===== src/include/spi_port_pkg.sv =====
// shared constants and types for the serial register port
package spi_port_pkg;
  localparam int          FRAME_BITS   = 16;
  localparam int          WORD_COUNT   = 32;
  localparam int          IDX_W        = 5;
  localparam logic [3:0]  LAST_BIT     = 4'hf;
  localparam int          WRITE_FLAG   = 15;
  localparam int          ADDR_HI      = 14;
  localparam int          ADDR_LO      = 8;
  localparam int          SPACE_BIT    = 6;
  localparam logic [4:0]  CMD_WORD     = 5'h1f;
  localparam logic [4:0]  COUNT_WORD   = 5'h00;
  localparam int          SAVE_BIT     = 4;
  localparam logic [4:0]  LAST_IDX     = 5'h1f;
  localparam logic [15:0] WORD_RESET   = 16'h0000;
  localparam logic [31:0] WRITABLE_MASK = 32'h1e1fe00e;
  localparam logic [31:0] BACKUP_MASK   = 32'h1a1fc3ef;

  typedef enum logic [1:0] {ST_LOAD, ST_IDLE, ST_SAVE} store_state_type;
endpackage


===== src/include/reg_access_if.sv =====
// link between the serial port and the backup store
`timescale 1ns/1ps
`default_nettype none
interface reg_access_if;
  logic [4:0]  idx;
  logic [15:0] rd_word;
  logic [15:0] wr_word;
  logic        wr_en;
  logic        save_req;
  logic        busy;
  modport store (input rd_word, input save_req,
                 output idx, output wr_word, output wr_en, output busy);
  modport port  (output rd_word, output save_req,
                 input idx, input wr_word, input wr_en, input busy);
endinterface
`default_nettype wire


===== src/rtl/spi_register_port.sv =====
// serial slave port with working registers and backup control
//
// Overview of operation
// RULE1 - output driven only while select is low
// RULE2 - port responds only while select asserted
// RULE3 - serial clock alone times both data lines
// RULE4 - input bits sampled on serial clock rise
// RULE5 - output bits shifted on serial clock fall
// RULE6 - output carries data earlier frame requested
// RULE7 - registers are 16 bits, two byte addresses
// RULE8 - master stalls 15.4 us between frames
// RULE9 - writes land in volatile working registers
// RULE10 - backup holds only designated control registers
// RULE11 - save only on global command bit 12
// RULE12 - reset loads backup before normal operation
// RULE13 - mode 3, msb first, 16-bit frames
// RULE14 - each byte has its own 6-bit address
// RULE15 - one byte written per frame
// RULE16 - read request, answer in next frame
// RULE17 - bit15 write flag, address, data byte
// RULE18 - short frame discarded without register access
`timescale 1ns/1ps
`default_nettype none
module spi_register_port (
  input  wire logic sys_clk,
  input  wire logic rst_n,
  input  wire logic sclk,
  input  wire logic cs_n,
  input  wire logic din,
  output logic      dout_o,
  output logic      dout_oe
);
  import spi_port_pkg::*;

  reg_access_if acc ();

  backup_store u_store (
    .sys_clk (sys_clk),
    .rst_n   (rst_n),
    .acc     (acc)
  );

  // two-flop synchronisers, plus one edge-history flop on sclk and cs_n only
  logic        sclk_s1_reg;
  logic        sclk_s2_reg;
  logic        sclk_s3_reg;
  logic        cs_n_s1_reg;
  logic        cs_n_s2_reg;
  logic        cs_n_s3_reg;
  logic        din_s1_reg;
  logic        din_s2_reg;
  logic [3:0]  bit_cnt_reg;
  logic [14:0] rx_reg;
  logic [15:0] tx_reg;
  logic        dout_reg;
  logic        save_reg;
  logic [15:0] work_reg [WORD_COUNT];

  always_ff @(posedge sys_clk) begin
    if (!rst_n) begin
      sclk_s1_reg <= 1'b1;
      sclk_s2_reg <= 1'b1;
      sclk_s3_reg <= 1'b1;
      cs_n_s1_reg <= 1'b1;
      cs_n_s2_reg <= 1'b1;
      cs_n_s3_reg <= 1'b1;
      din_s1_reg  <= 1'b0;
      din_s2_reg  <= 1'b0;
    end else begin
      sclk_s1_reg <= sclk;
      sclk_s2_reg <= sclk_s1_reg;
      sclk_s3_reg <= sclk_s2_reg;
      cs_n_s1_reg <= cs_n;
      cs_n_s2_reg <= cs_n_s1_reg;
      cs_n_s3_reg <= cs_n_s2_reg;
      din_s1_reg  <= din;
      din_s2_reg  <= din_s1_reg;
    end
  end

  // edges of the sampled serial clock; idles high in mode 3
  wire logic sclk_rise = sclk_s2_reg && !sclk_s3_reg; // RULE3
  wire logic sclk_fall = !sclk_s2_reg && sclk_s3_reg; // RULE13
  wire logic cs_rise   = cs_n_s2_reg && !cs_n_s3_reg;
  // frames arriving during boot load or save are ignored entirely
  wire logic active    = !cs_n_s2_reg && !acc.busy; // RULE2

  // frame decode, msb first
  wire logic [15:0] frame_word = {rx_reg, din_s2_reg}; // RULE13
  wire logic        frame_done = active && sclk_rise &&
                                 (bit_cnt_reg == LAST_BIT);
  wire logic        is_write   = frame_word[WRITE_FLAG]; // RULE17
  wire logic [6:0]  byte_addr  = frame_word[ADDR_HI:ADDR_LO]; // RULE14
  wire logic [7:0]  wr_byte    = frame_word[7:0];
  wire logic        in_space   = !byte_addr[SPACE_BIT];
  wire logic [4:0]  word_sel   = byte_addr[5:1]; // RULE7
  wire logic        upper_sel  = byte_addr[0];
  wire logic        writable   = in_space && WRITABLE_MASK[word_sel];
  wire logic        do_write   = frame_done && is_write && writable;
  wire logic        save_hit   = frame_done && is_write && in_space &&
                                 (word_sel == CMD_WORD) && upper_sel &&
                                 wr_byte[SAVE_BIT];
  // the command word is write-only strobes, so it reads back zero
  wire logic [15:0] rd_value   = (in_space && word_sel != CMD_WORD) ?
                                 work_reg[word_sel] : WORD_RESET;

  assign acc.rd_word  = work_reg[acc.idx];
  assign acc.save_req = save_reg;
  assign dout_o       = dout_reg;
  assign dout_oe      = !cs_n_s2_reg; // RULE1

  // bit counter; leaving select mid-frame throws the bits away
  always_ff @(posedge sys_clk) begin
    if (!rst_n || !active) begin
      bit_cnt_reg <= 4'h0; // RULE18
    end else if (sclk_rise) begin
      bit_cnt_reg <= bit_cnt_reg + 4'h1; // RULE4
    end
  end

  // receive shifter, one bit per rising edge
  always_ff @(posedge sys_clk) begin
    if (!rst_n) begin
      rx_reg <= 15'h0000;
    end else if (active && sclk_rise) begin
      rx_reg <= frame_word[14:0]; // RULE4
    end
  end

  // transmit shifter: loaded at every frame end, with read data only on a read request
  always_ff @(posedge sys_clk) begin
    if (!rst_n) begin
      tx_reg   <= WORD_RESET;
      dout_reg <= 1'b0;
    end else if (frame_done) begin
      tx_reg <= is_write ? WORD_RESET : rd_value; // RULE16
    end else if (active && sclk_fall) begin
      dout_reg <= tx_reg[FRAME_BITS-1]; // RULE5
      tx_reg   <= {tx_reg[14:0], 1'b0}; // RULE6
    end
  end

  // one-cycle save request; the store goes busy the next cycle
  always_ff @(posedge sys_clk) begin
    if (!rst_n) begin
      save_reg <= 1'b0;
    end else begin
      save_reg <= save_hit; // RULE11
    end
  end

  // working registers: reset, boot load, one byte per write frame
  always_ff @(posedge sys_clk) begin
    if (!rst_n) begin
      for (int i = 0; i < WORD_COUNT; i++) begin
        work_reg[i] <= WORD_RESET;
      end
    end else if (acc.wr_en) begin
      work_reg[acc.idx] <= acc.wr_word; // RULE12
    end else if (do_write && upper_sel) begin
      work_reg[word_sel][15:8] <= wr_byte; // RULE15
    end else if (do_write) begin
      work_reg[word_sel][7:0] <= wr_byte; // RULE9
    end else if (save_reg) begin
      work_reg[COUNT_WORD] <= work_reg[COUNT_WORD] + 16'h0001;
    end
  end
endmodule // spi_register_port
`default_nettype wire


===== src/rtl/backup_store.sv =====
// nonvolatile backup copy with boot load and explicit save walk
`timescale 1ns/1ps
`default_nettype none
module backup_store (
  input  wire logic         sys_clk,
  input  wire logic         rst_n,
  reg_access_if.store       acc
);
  import spi_port_pkg::*;

  // models cleared nonvolatile cells; reset never touches them, and a
  // declaration value keeps the save process the only writer of the array
  logic [15:0]     mem [WORD_COUNT] = '{default: WORD_RESET};
  store_state_type state_reg;
  logic [4:0]      idx_reg;

  wire logic backed  = BACKUP_MASK[idx_reg];
  wire logic at_last = (idx_reg == LAST_IDX);

  assign acc.idx     = idx_reg;
  assign acc.wr_word = mem[idx_reg];
  assign acc.wr_en   = (state_reg == ST_LOAD) && backed; // RULE12
  assign acc.busy    = (state_reg != ST_IDLE);

  // walker: load backed words after reset, copy backed words on save
  always_ff @(posedge sys_clk) begin
    if (!rst_n) begin
      state_reg <= ST_LOAD; // RULE12
      idx_reg   <= 5'h00;
    end else begin
      case (state_reg)
        ST_LOAD, ST_SAVE: begin
          idx_reg <= idx_reg + 5'h01;
          if (at_last) begin
            state_reg <= ST_IDLE;
          end
        end
        default: begin
          if (acc.save_req) begin
            state_reg <= ST_SAVE; // RULE11
          end
        end
      endcase
    end
  end

  // only backed words are written; the rest never persist
  always_ff @(posedge sys_clk) begin
    if (state_reg == ST_SAVE && backed) begin
      mem[idx_reg] <= acc.rd_word; // RULE10
    end
  end
endmodule // backup_store
`default_nettype wire


===== config.mk =====
export PLATFORM = sky130hd
export DESIGN_NAME = spi_register_port
export DESIGN_NICKNAME = d
export VERILOG_FILES = /design/src/include/spi_port_pkg.sv /design/src/include/reg_access_if.sv /design/src/rtl/spi_register_port.sv /design/src/rtl/backup_store.sv
export SDC_FILE = /design/constraint.sdc
export NUM_CORES = 1
export LEC_CHECK = 0
export BUFFER_PORTS_ARGS = -buffer_cell sky130_fd_sc_hd__buf_4
export CAP_MARGIN = 10
export CORE_UTILIZATION = 48
export DETAILED_ROUTE_END_ITERATION = 6
export SETUP_SLACK_MARGIN = 0.2
export SYNTH_ARGS = -nofsm -noshare
export SYNTH_HDL_FRONTEND = slang
export SYNTH_HIERARCHICAL = 1
export SYNTH_SLANG_ARGS = --single-unit

===== constraint.sdc =====
create_clock -name sys_clk -period 6.6 [get_ports sys_clk]
set_input_delay 0.33 -clock sys_clk [delete_from_list [all_inputs] [get_ports sys_clk]]
set_output_delay 0.33 -clock sys_clk [all_outputs]
set_load 0.01 [all_outputs]

# Yosys cells after proc, flatten, opt, wreduce, memory -nomap -nowiden
# Memory sizes are Yosys's and may differ from the RTL's. A register that Yosys moved wholly into a read port is not among the register bits.
# Index checks and enable logic that the tools add are counted.
# op_classes
eq_ne	7
n_shift	0
mux	47
div_mod_pow	0
multipliers	0
n_addsub	3
magnitude_cmp	2
bitwise_logic	2
reduce_logical	33
# ops
op	count
$mux 16	7
$mux 5	12
$reduce_or 16->1	2
$mux 1	24
$logic_and 1x1->1	17
$add 16x1->16 const B	1
$lt 5x6->1 const B	2
$eq 5x5->1 const B	2
$mux 2	4
$logic_not 1->1	7
$add 5x1->5 const B	1
$ne 5x5->1 const B	1
$add 4x1->4 const B	1
$eq 4x4->1 const B	1
$ne 2x1->1 const B	2
$reduce_and 2->1	2
$reduce_bool 2->1	2
$eq 2x2->1 const B	1
$logic_not 2->1	1
$reduce_or 2->1	1
$logic_or 1x1->1	1
$not 1->1	1
$or 1x1->1	1
# totals
ram_bits	1024
out_inout_bits	2
n_memories	4
latch_bits	0
romBits	64
wordCells	112
input_bits	5
reg_bits	51
# memory_table
memory	words	width	rd	rd_ports_with_merged_regs	write_ports	line_no	text
u_store.mem	32	16	1	1	1	backup_store.sv:13	logic [15:0] mem [WORD_COUNT] = '{default: WORD_RESET};
work_reg	32	16	3	2	32	spi_register_port.sv:57	logic [15:0] work_reg [WORD_COUNT];
(no name shown)	32	1	1	1	0	backup_store.sv:17	wire logic backed = BACKUP_MASK[idx_reg];
(no name shown)	32	1	1	1	0	spi_register_port.sv:98	wire logic writable = in_space && WRITABLE_MASK[word_sel];

# Depth between registers and ports, before layout
# Gate-level depths: netlist (run 1).
# depth
word_depth	15
depth_mapped	11
depth_no_buf	9

# Cells and area by module
# Netlist (run 1), hierarchy kept.
# by_module_without_submodules
mod	seq_area_each_um2	area_each_um2	n_inst	cells_per_inst
spi_register_port	16375.7	29228.0	1	2113
backup_store	15635.0	20566.0	1	1186

# Worst setup path after synthesis (run 1)
# No wires, ideal clock.
# synth_timing
path_kind	register -> register
start	register u_store.state_reg[0]
end	memory work_reg[14][10], enable pin
arrival_time_ps	2733
required_ps	6216
path_buffers	3
period_less_slack_ps	3117
setup_slack_ps	3483
path_stages_with_launch	10
setup_time_ps	384
cell_sequence	dfxtp_1 buf_6 nand2b_1 nor4b_4 and4_1 buf_4 mux2i_1 nand2_1 clkbuf_1 o21ai_0
# synth_lines
item	line_no	text
start, declared	backup_store.sv:14	store_state_type state_reg;
start signal, assigned	backup_store.sv:28	state_reg <= ST_LOAD;
start signal, assigned	backup_store.sv:35	state_reg <= ST_IDLE;
start signal, assigned	backup_store.sv:40	state_reg <= ST_SAVE;
end, declared	spi_register_port.sv:57	

==> results.md, run 1 <==
* Initial Util at 0.487
* Reg clk slew, reported paths at 0.06 ns
* Fin nets at 3315
* Critical path's largest stage delay at 0.94 ns
* Final period utilization at 0.724
* Routed vias at 30300
* Pwr/cell area at 286 nW/um2
* Worst R2R End: work_reg[24][4]$_SDFFCE_PN0P_
* IO buf count at 6
* Worst EP required at 6.91 ns
* Worst VDD drop at 199 uV
* Worst-Skew Late Latency at 0.72 ns
* Status: completed
* Avg Inst Size Synth at 15.1 um2
* DRT Pass-1 Iters at 5
* Inserted Clock Buffers at 111
* Row count at 117
* Routability cong. at 0.896
* Chip Height at 324 um
* Fraction of power spent switching nets at 0.247
* Cells after Synth at 3299
* Synth Warn # at 6
* Flop-to-flop setup slack at 1.82 ns
* Min-Delay Path Class: in -> reg
* CP Launch Type: register
* Number of distinct library cells after synthesis at 61
* Hold Crit Depth at 3
* Clock power share at 0.393
* Crit-path cells: nand2b_1, nor4b_4, buf_4, and4_1, mux2_2, nand2_2, buf_12, o21ai_0
* Sequential cell fraction of total power at 0.507
* Crit path from: u_store/state_reg[0]$_SDFFE_PN0P_
* Clk sinks at 1087
* Skew final at 0.0336 ns
* Initial antenna violation count at 4
* Area fraction of the dominant cell type after synthesis at 0.618
* Post-synth EDFFs at 1024
* Post-synthesis register bit count at 1087
* Initial drt markers at 3694
* Final hold violation count at 0
* Die Area at 105000 um2
* DR vias/cell at 6.35
* Ys async rst share at 0
* Routed wire length at 142000 um
* Pins Over Slew Limit at 0
* DRT antenna net count at 0
* Drt wl/cell at 29.7 um
* Crit path to: work_reg[24][4]$_SDFFCE_PN0P_
* Startpoint of the worst hold path: cs_n
* Setup Viol. Count Final at 0
* Area growth from synthesis to layout at 10.8%
* GRT overflow at 0
* Relative slew slack at 0.124
* R2R depth at 8
* H-tree levels at 3
* Vias in the first global route at 29700
* Commonest cells post-synth: edfxtp_1 (1024), nor2_1 (567), mux4_2 (305), mux2i_1 (292), nand2_1 (229)
* Leakage at 17.4 nW
* Post-detail-place hpwl at 92300 um
* Crit path max fanout at 38
* Setup Crit Path Kind: reg -> reg
* Combinational share of power at 0.100
* CP Capture Type: register
* Core region area at 102000 um2
* Net Count, Synth at 3314
* RSZ-0062 raised after global routing: no
* Clock buffer depth at 3
* P_sw at 3.89 mW
* Post-synthesis sequential area ratio at 0.643
* Total Routing Usage GR at 0.272
* Max-cap violation count at 0
* Highest clock rate at 209 MHz
* IO Count at 7
* Post-synth top flop: edfxtp_1
* TNS Setup at 0 ns
* Synthesized area at 49800 um2
* Crit path DAT at 5.09 ns
* Drt drc at 0
* Die Wd at 324 um
* Pint at 11.9 mW
* Worst Tran Pin Value at 1.30 ns
* Clock Root Buffer: clkbuf_16
* Largest net degree at the start of global routing at 134
* Slowest cell on crit path: o21ai_0
* Most common cell in the netlist: edfxtp_1
* Final min period at 4.78 ns
* Layout cells sized above 1 at 0.198
* Synth top area cells: edfxtp_1 (62%), mux4_2 (14%), mux2i_1 (5.9%), nor2_1 (4.3%), dfxtp_1 (2.5%)
* Area leader, netlist: edfxtp_1
* Worst r2r src: u_store/state_reg[0]$_SDFFE_PN0P_
* Final Total Pwr at 15.8 mW
* TritonCTS clock tree: built
* Global-route wire length before repair at 204000 um
-- layout make-up --
| class | count | area (um2) |
|---|---|---|
| tap | 1368 | 1710 |
| sequential | 1087 | 32000 |
| fill | 8195 | 47100 |
| clock inverter | 64 | 583 |
| clock buffer | 143 | 2980 |
| inverter | 13 | 48.8 |
| antenna | 6 | 15.0 |
| timing repair buffer | 130 | 1100 |
| multi-input combinational | 1957 | 16700 |
-- timing repair --
item / CTS / global route
hold buffers: 5 / 0
setup buffers: 0 / 0
endpoints found under the hold margin: 4 / 0
resized for setup: 0 / 0
-- cells in the final DEF, fill, tap and decap left out, drive strengths merged, types with 13 or more instances in the layout --
cell and count:
a21oi 56, a22o 32, a22oi 72, a31oi 37, and3 13, buf 122
clkbuf 146, clkinv 47, dfxtp 63, edfxtp 1024, inv 19, mux2 42
mux2i 292, mux4 305, nand2 229, nand2b 13, nand3 59, nand4 21
nor2 570, nor3 21, o21ai 80, o22ai 16, xor2 16
-- routing by layer --
| layer | vias to the layer above | track usage | part of all wire |
|---|---|---|---|
| li1 | 12800 | - | - |
| met1 | 15600 | 0.378 | 0.40 |
| met2 | 1633 | 0.416 | 0.46 |
| met3 | 278 | 0.0603 | 0.10 |
| met4 | 0 | 0.115 | 0.043 |
| met5 | - | 0 | 0 |
-- worst min path at each step --
stage                                        end  slack (ns)
after floorplan           cs_n_s2_reg$_SDFF_PN1_        0.39
after global placement    cs_n_s2_reg$_SDFF_PN1_        0.42
after detailed placement  cs_n_s2_reg$_SDFF_PN1_        0.41
after CTS                 cs_n_s1_reg$_SDFF_PN1_        0.32
after global routing      sclk_s1_reg$_SDFF_PN1_        0.37
final                     cs_n_s1_reg$_SDFF_PN1_        0.36
-- power groups by stage --
stage                     sequential (mW)  clock, mW  combinational, mW
after floorplan                      8.04          0              0.977
after global placement               8.13          0               1.53
after detailed placement             8.14          0               1.56
after CTS                            8.00       6.28               1.57
after global routing                 8.01       6.54               1.64
final                                8.00       6.20               1.58
-- through the flow --
step | hold slack, ns | instance area [um2] | cells | worst slack, ns | util
5_1_grt | 0.369 | 55200 | 4762 | 1.59 | 0.539
3_5_place_dp | 0.413 | 51500 | 4542 | 1.88 | 0.504
4_1_cts | 0.321 | 55100 | 4754 | 1.86 | 0.539
6_report | 0.358 | 55200 | 4768 | 1.82 | 0.539
3_3_place_gp | 0.419 | 51500 | 4540 | 1.99 | 0.503
2_1_floorplan | 0.386 | 49800 | 3299 | 3.48 | -
-- logic make-up (layout without fill, tap and decap cells) --
kind of cell | count (synthesis) | after routing | synth area share
other | 0 | 6 | 0
and+or+nand+nor | 968 | 968 | 0.0813
muxes | 639 | 639 | 0.206
adders and majority gates | 10 | 10 | 0.00251
DFF | 1087 | 1087 | 0.643
AOI/OAI and AO/OA | 320 | 320 | 0.0412
buffers and inverters | 255 | 350 | 0.0223
xor gates and xnor gates | 20 | 20 | 0.00367
-- worst max-delay path, delay by kind of cell (launching register included) --
kind	cells	cell delay, ns
simple gates	4	1.81
mux	1	0.33
compound gates	1	0.94
flops	1	0.57
buf+inv	2	0.65
Note: power is estimated with default switching activity, not from simulation.
==> inputs of run 2 (changes only) <==
--- a/config.mk
+++ b/config.mk
@@ -9,6 +9,7 @@
 export CAP_MARGIN = 10
 export CORE_UTILIZATION = 48
 export DETAILED_ROUTE_END_ITERATION = 6
+export PLACE_DENSITY = 0.65
 export SETUP_SLACK_MARGIN = 0.2
 export SYNTH_ARGS = -nofsm -noshare
 export SYNTH_HDL_FRONTEND = slang
==> constraint.sdc (replaced) <==
create_clock -name sys_clk -period 4.1 [get_ports sys_clk]
set_input_delay 0.205 -clock sys_clk [delete_from_list [all_inputs] [get_ports sys_clk]]
set_output_delay 0.205 -clock sys_clk [all_outputs]
set_load 0.01 [all_outputs]
==> run 2 against run 1 <==
Sequential cell count stayed put. Largest cell class unchanged. Critical endpoint is now work_reg[31][14]$_SDFFCE_PN0P_. Worst setup slack got worse by 1.5 ns. Via count rose by 1.6%. Clock skew rose by 0.015 ns.
==> results.md, run 2 (synthesis gave the netlist of run 1 again) <==
* Highest clock rate at 267 MHz (+28%)
* Core region area at 102000 um2 (unchanged)
* Pwr/cell area at 457 nW/um2 (+60%)
* Crit-path cells: nor3b_1, nor4bb_1, and4_2, mux2i_1, nand2_2, buf_4, o21ai_0, buf_4
* Clock Root Buffer: clkbuf_16
* Pint at 19.3 mW (+62%)
* Clock power share at 0.395 (+0.002)
* Leakage at 17.9 nW (+2.6%)
* Final min period at 3.74 ns (-1.04 ns)
* Final hold violation count at 0 (unchanged)
* Met3 routed WL at 15300 um (+5.9%)
* Max-cap violation count at 0 (unchanged)
* Top Layer Used: met5
* Initial antenna violation count at 3 (-1)
* Post-detail-place hpwl at 93000 um (+0.82%)
* Layout cells sized above 1 at 0.219 (+0.0212)
* Total Routing Usage GR at 0.270 (-0.00228)
* Layout fillers at 7966 (-2.8%)
* Crit-path most repeated cell: buf_4
* Pins Over Slew Limit at 0 (unchanged)
* Fin nets at 3403 (+2.7%)
* Worst VDD drop at 424 uV (+110%)
* Crit path DAT at 4.14 ns (-0.95 ns)
* Setup Crit Path Kind: reg -> reg
* DR vias/cell at 6.35 (-0.13%)
* H-tree levels at 3 (unchanged)
* Initial Util at 0.487 (unchanged)
* Die Wd at 324 um (unchanged)
* Fraction of power spent switching nets at 0.247 (+0.000576)
* Worst EP required at 4.50 ns (-2.41 ns)
* Met2 wire length at 66000 um (+1.8%)
* Min-Delay Path Class: in -> reg
* Routed wire length at 140000 um (-0.94%)
* Largest net degree at the start of global routing at 66 (-51%)
* CP Capture Type: register
* Area growth from synthesis to layout at 12.5%
* Combinational share of power at 0.103 (+0.003)
* Global-route wire length before repair at 205000 um (+0.57%)
* TritonCTS clock tree: built
* Critical path's largest stage delay at 0.57 ns (-0.37 ns)
* Status: completed
* Final period utilization at 0.913 (+0.188)
* Commonest non-fill, non-tap cell in the layout: edfxtp_1
* Setup Viol. Count Final at 0 (unchanged)
* Worst Tran Pin Value at 1.19 ns (-0.113 ns)
* Sequential cell fraction of total power at 0.502 (-0.005)
* Reg clk slew, reported paths at 0.06 ns (about the same)
* Worst-Skew Late Latency at 0.73 ns (about the same)
* Routability cong. at 0.929 (+3.7%)
* Final core utilization at 0.548 (+0.00817)
* RSZ-0062 raised after global routing: no
* Slowest cell on crit path: dfxtp_1
* P_sw at 6.33 mW (+63%)
* IO Count at 7 (unchanged)
* Drt drc at 0 (unchanged)
* Inserted Clock Buffers at 111 (unchanged)
* Vias in the first global route at 30600 (+2.9%)
* Most frequent cells in the layout: edfxtp_1 (1024), nor2_1 (566), mux4_2 (305), mux2i_1 (292), nand2_1 (221)
* Drt wl/cell at 28.9 um (-2.7%)
* Sum of buffers and inverters on the critical path at 2 (unchanged)
* Clk sinks at 1087 (unchanged)
* Metal-1 WL at 53200 um (-5.3%)
* DRT Pass-1 Iters at 5 (unchanged)
* GRT overflow at 0 (unchanged)
* Crit path max fanout at 23 (-39%)
* Post-CTS Setup Bufs at 0 (unchanged)
* Row count at 117 (unchanged)
* Routed vias at 30800 (+1.6%)
* IO buf count at 6 (unchanged)
* TNS Setup at 0 ns (unchanged)
* Top delay family on crit path: simple AND/OR/NAND/NOR gates
* Relative slew slack at 0.208 (+0.0847)
* CP Launch Type: register
* DRT antenna net count at 0 (unchanged)
* Chip Height at 324 um (unchanged)
* Die Area at 105000 um2 (unchanged)
* Initial drt markers at 3819 (+3.4%)
* Clock buffer depth at 3 (unchanged)
* Skew final at 0.0481 ns (+0.0145 ns)
-- run 2: cell types whose count changed in the layout (fill, tap and decap cells not counted), moves of 3 or more --
cell        delta
clkinvlp_4     +7
clkbuf_8       -4
clkinv_2       -5
bufinv_16      +3
buf_4         +90
buf_12         +8
buf_2          -5
-- run 2: final cells by class --
type	count	area, um2	area share
Tap cell	1368	1710	0.0305
Timing Repair Buffer	218	1870	0.0334
Clock buffer	136	2890	0.0516
Multi-Input combinational cell	1957	16700	0.299
Antenna cell	4	10.0	0.000179
Clock inverter	70	734	0.0131
Inverter	13	48.8	0.000871
Sequential cell	1087	32000	0.572
-- run 2: worst min-delay path, delay by kind of cell --
family / cells / cell delay (ns)
buf+inv: 2 / 0.44
simple gates: 1 / 0.15
-- run 2: repair_timing --
item                       in CTS  in global routing
hold buffers                    3                  0
resized for setup               0                  2
hold endpoints to repair        3                  0
setup endpoints to repair       0                109
-- run 2: worst paths after layout --
kind	end	startpoint	slack, ns	cells past startpoint
setup / recovery	work_reg[31][14]$_SDFFCE_PN0P_	u_store/state_reg[0]$_SDFFE_PN0P_	0.36	8
hold reg to reg	sclk_s2_reg$_SDFF_PN1_	sclk_s1_reg$_SDFF_PN1_	0.41	1
hold / removal	sclk_s3_reg$_SDFF_PN1_	rst_n	0.12	3
setup reg to reg	work_reg[31][14]$_SDFFCE_PN0P_	u_store/state_reg[0]$_SDFFE_PN0P_	0.36	8
-- run 2: through the flow --
stage	area [um2]	hold WS, ns	setup WS [ns]	std cells	total power [mW]
global route	56000	0.107	0.286	4849	26.3
detailed placement	52400	0.393	0.385	4640	15.7
finish	56000	0.125	0.359	4853	25.6
global placement	52400	0.397	0.583	4640	15.6
CTS	56000	0.0760	0.312	4849	25.7
floorplan	49800	0.306	0.983	3299	14.5
-- run 2: layer usage --
layer | vias up | GRT usage
met5 | - | 0
met4 | 2 | 0.109
met3 | 310 | 0.0649
met2 | 1784 | 0.424
met1 | 15700 | 0.362
li1 | 13000 | -
-- run 2: power groups by stage --
stage	logic (mW)	clock network, mW	registers [mW]
global placement	2.55	0	13.1
detailed placement	2.61	0	13.1
floorplan	1.57	0	12.9
CTS	2.62	10.2	12.9
finish	2.64	10.1	12.9
global route	2.75	10.6	12.9
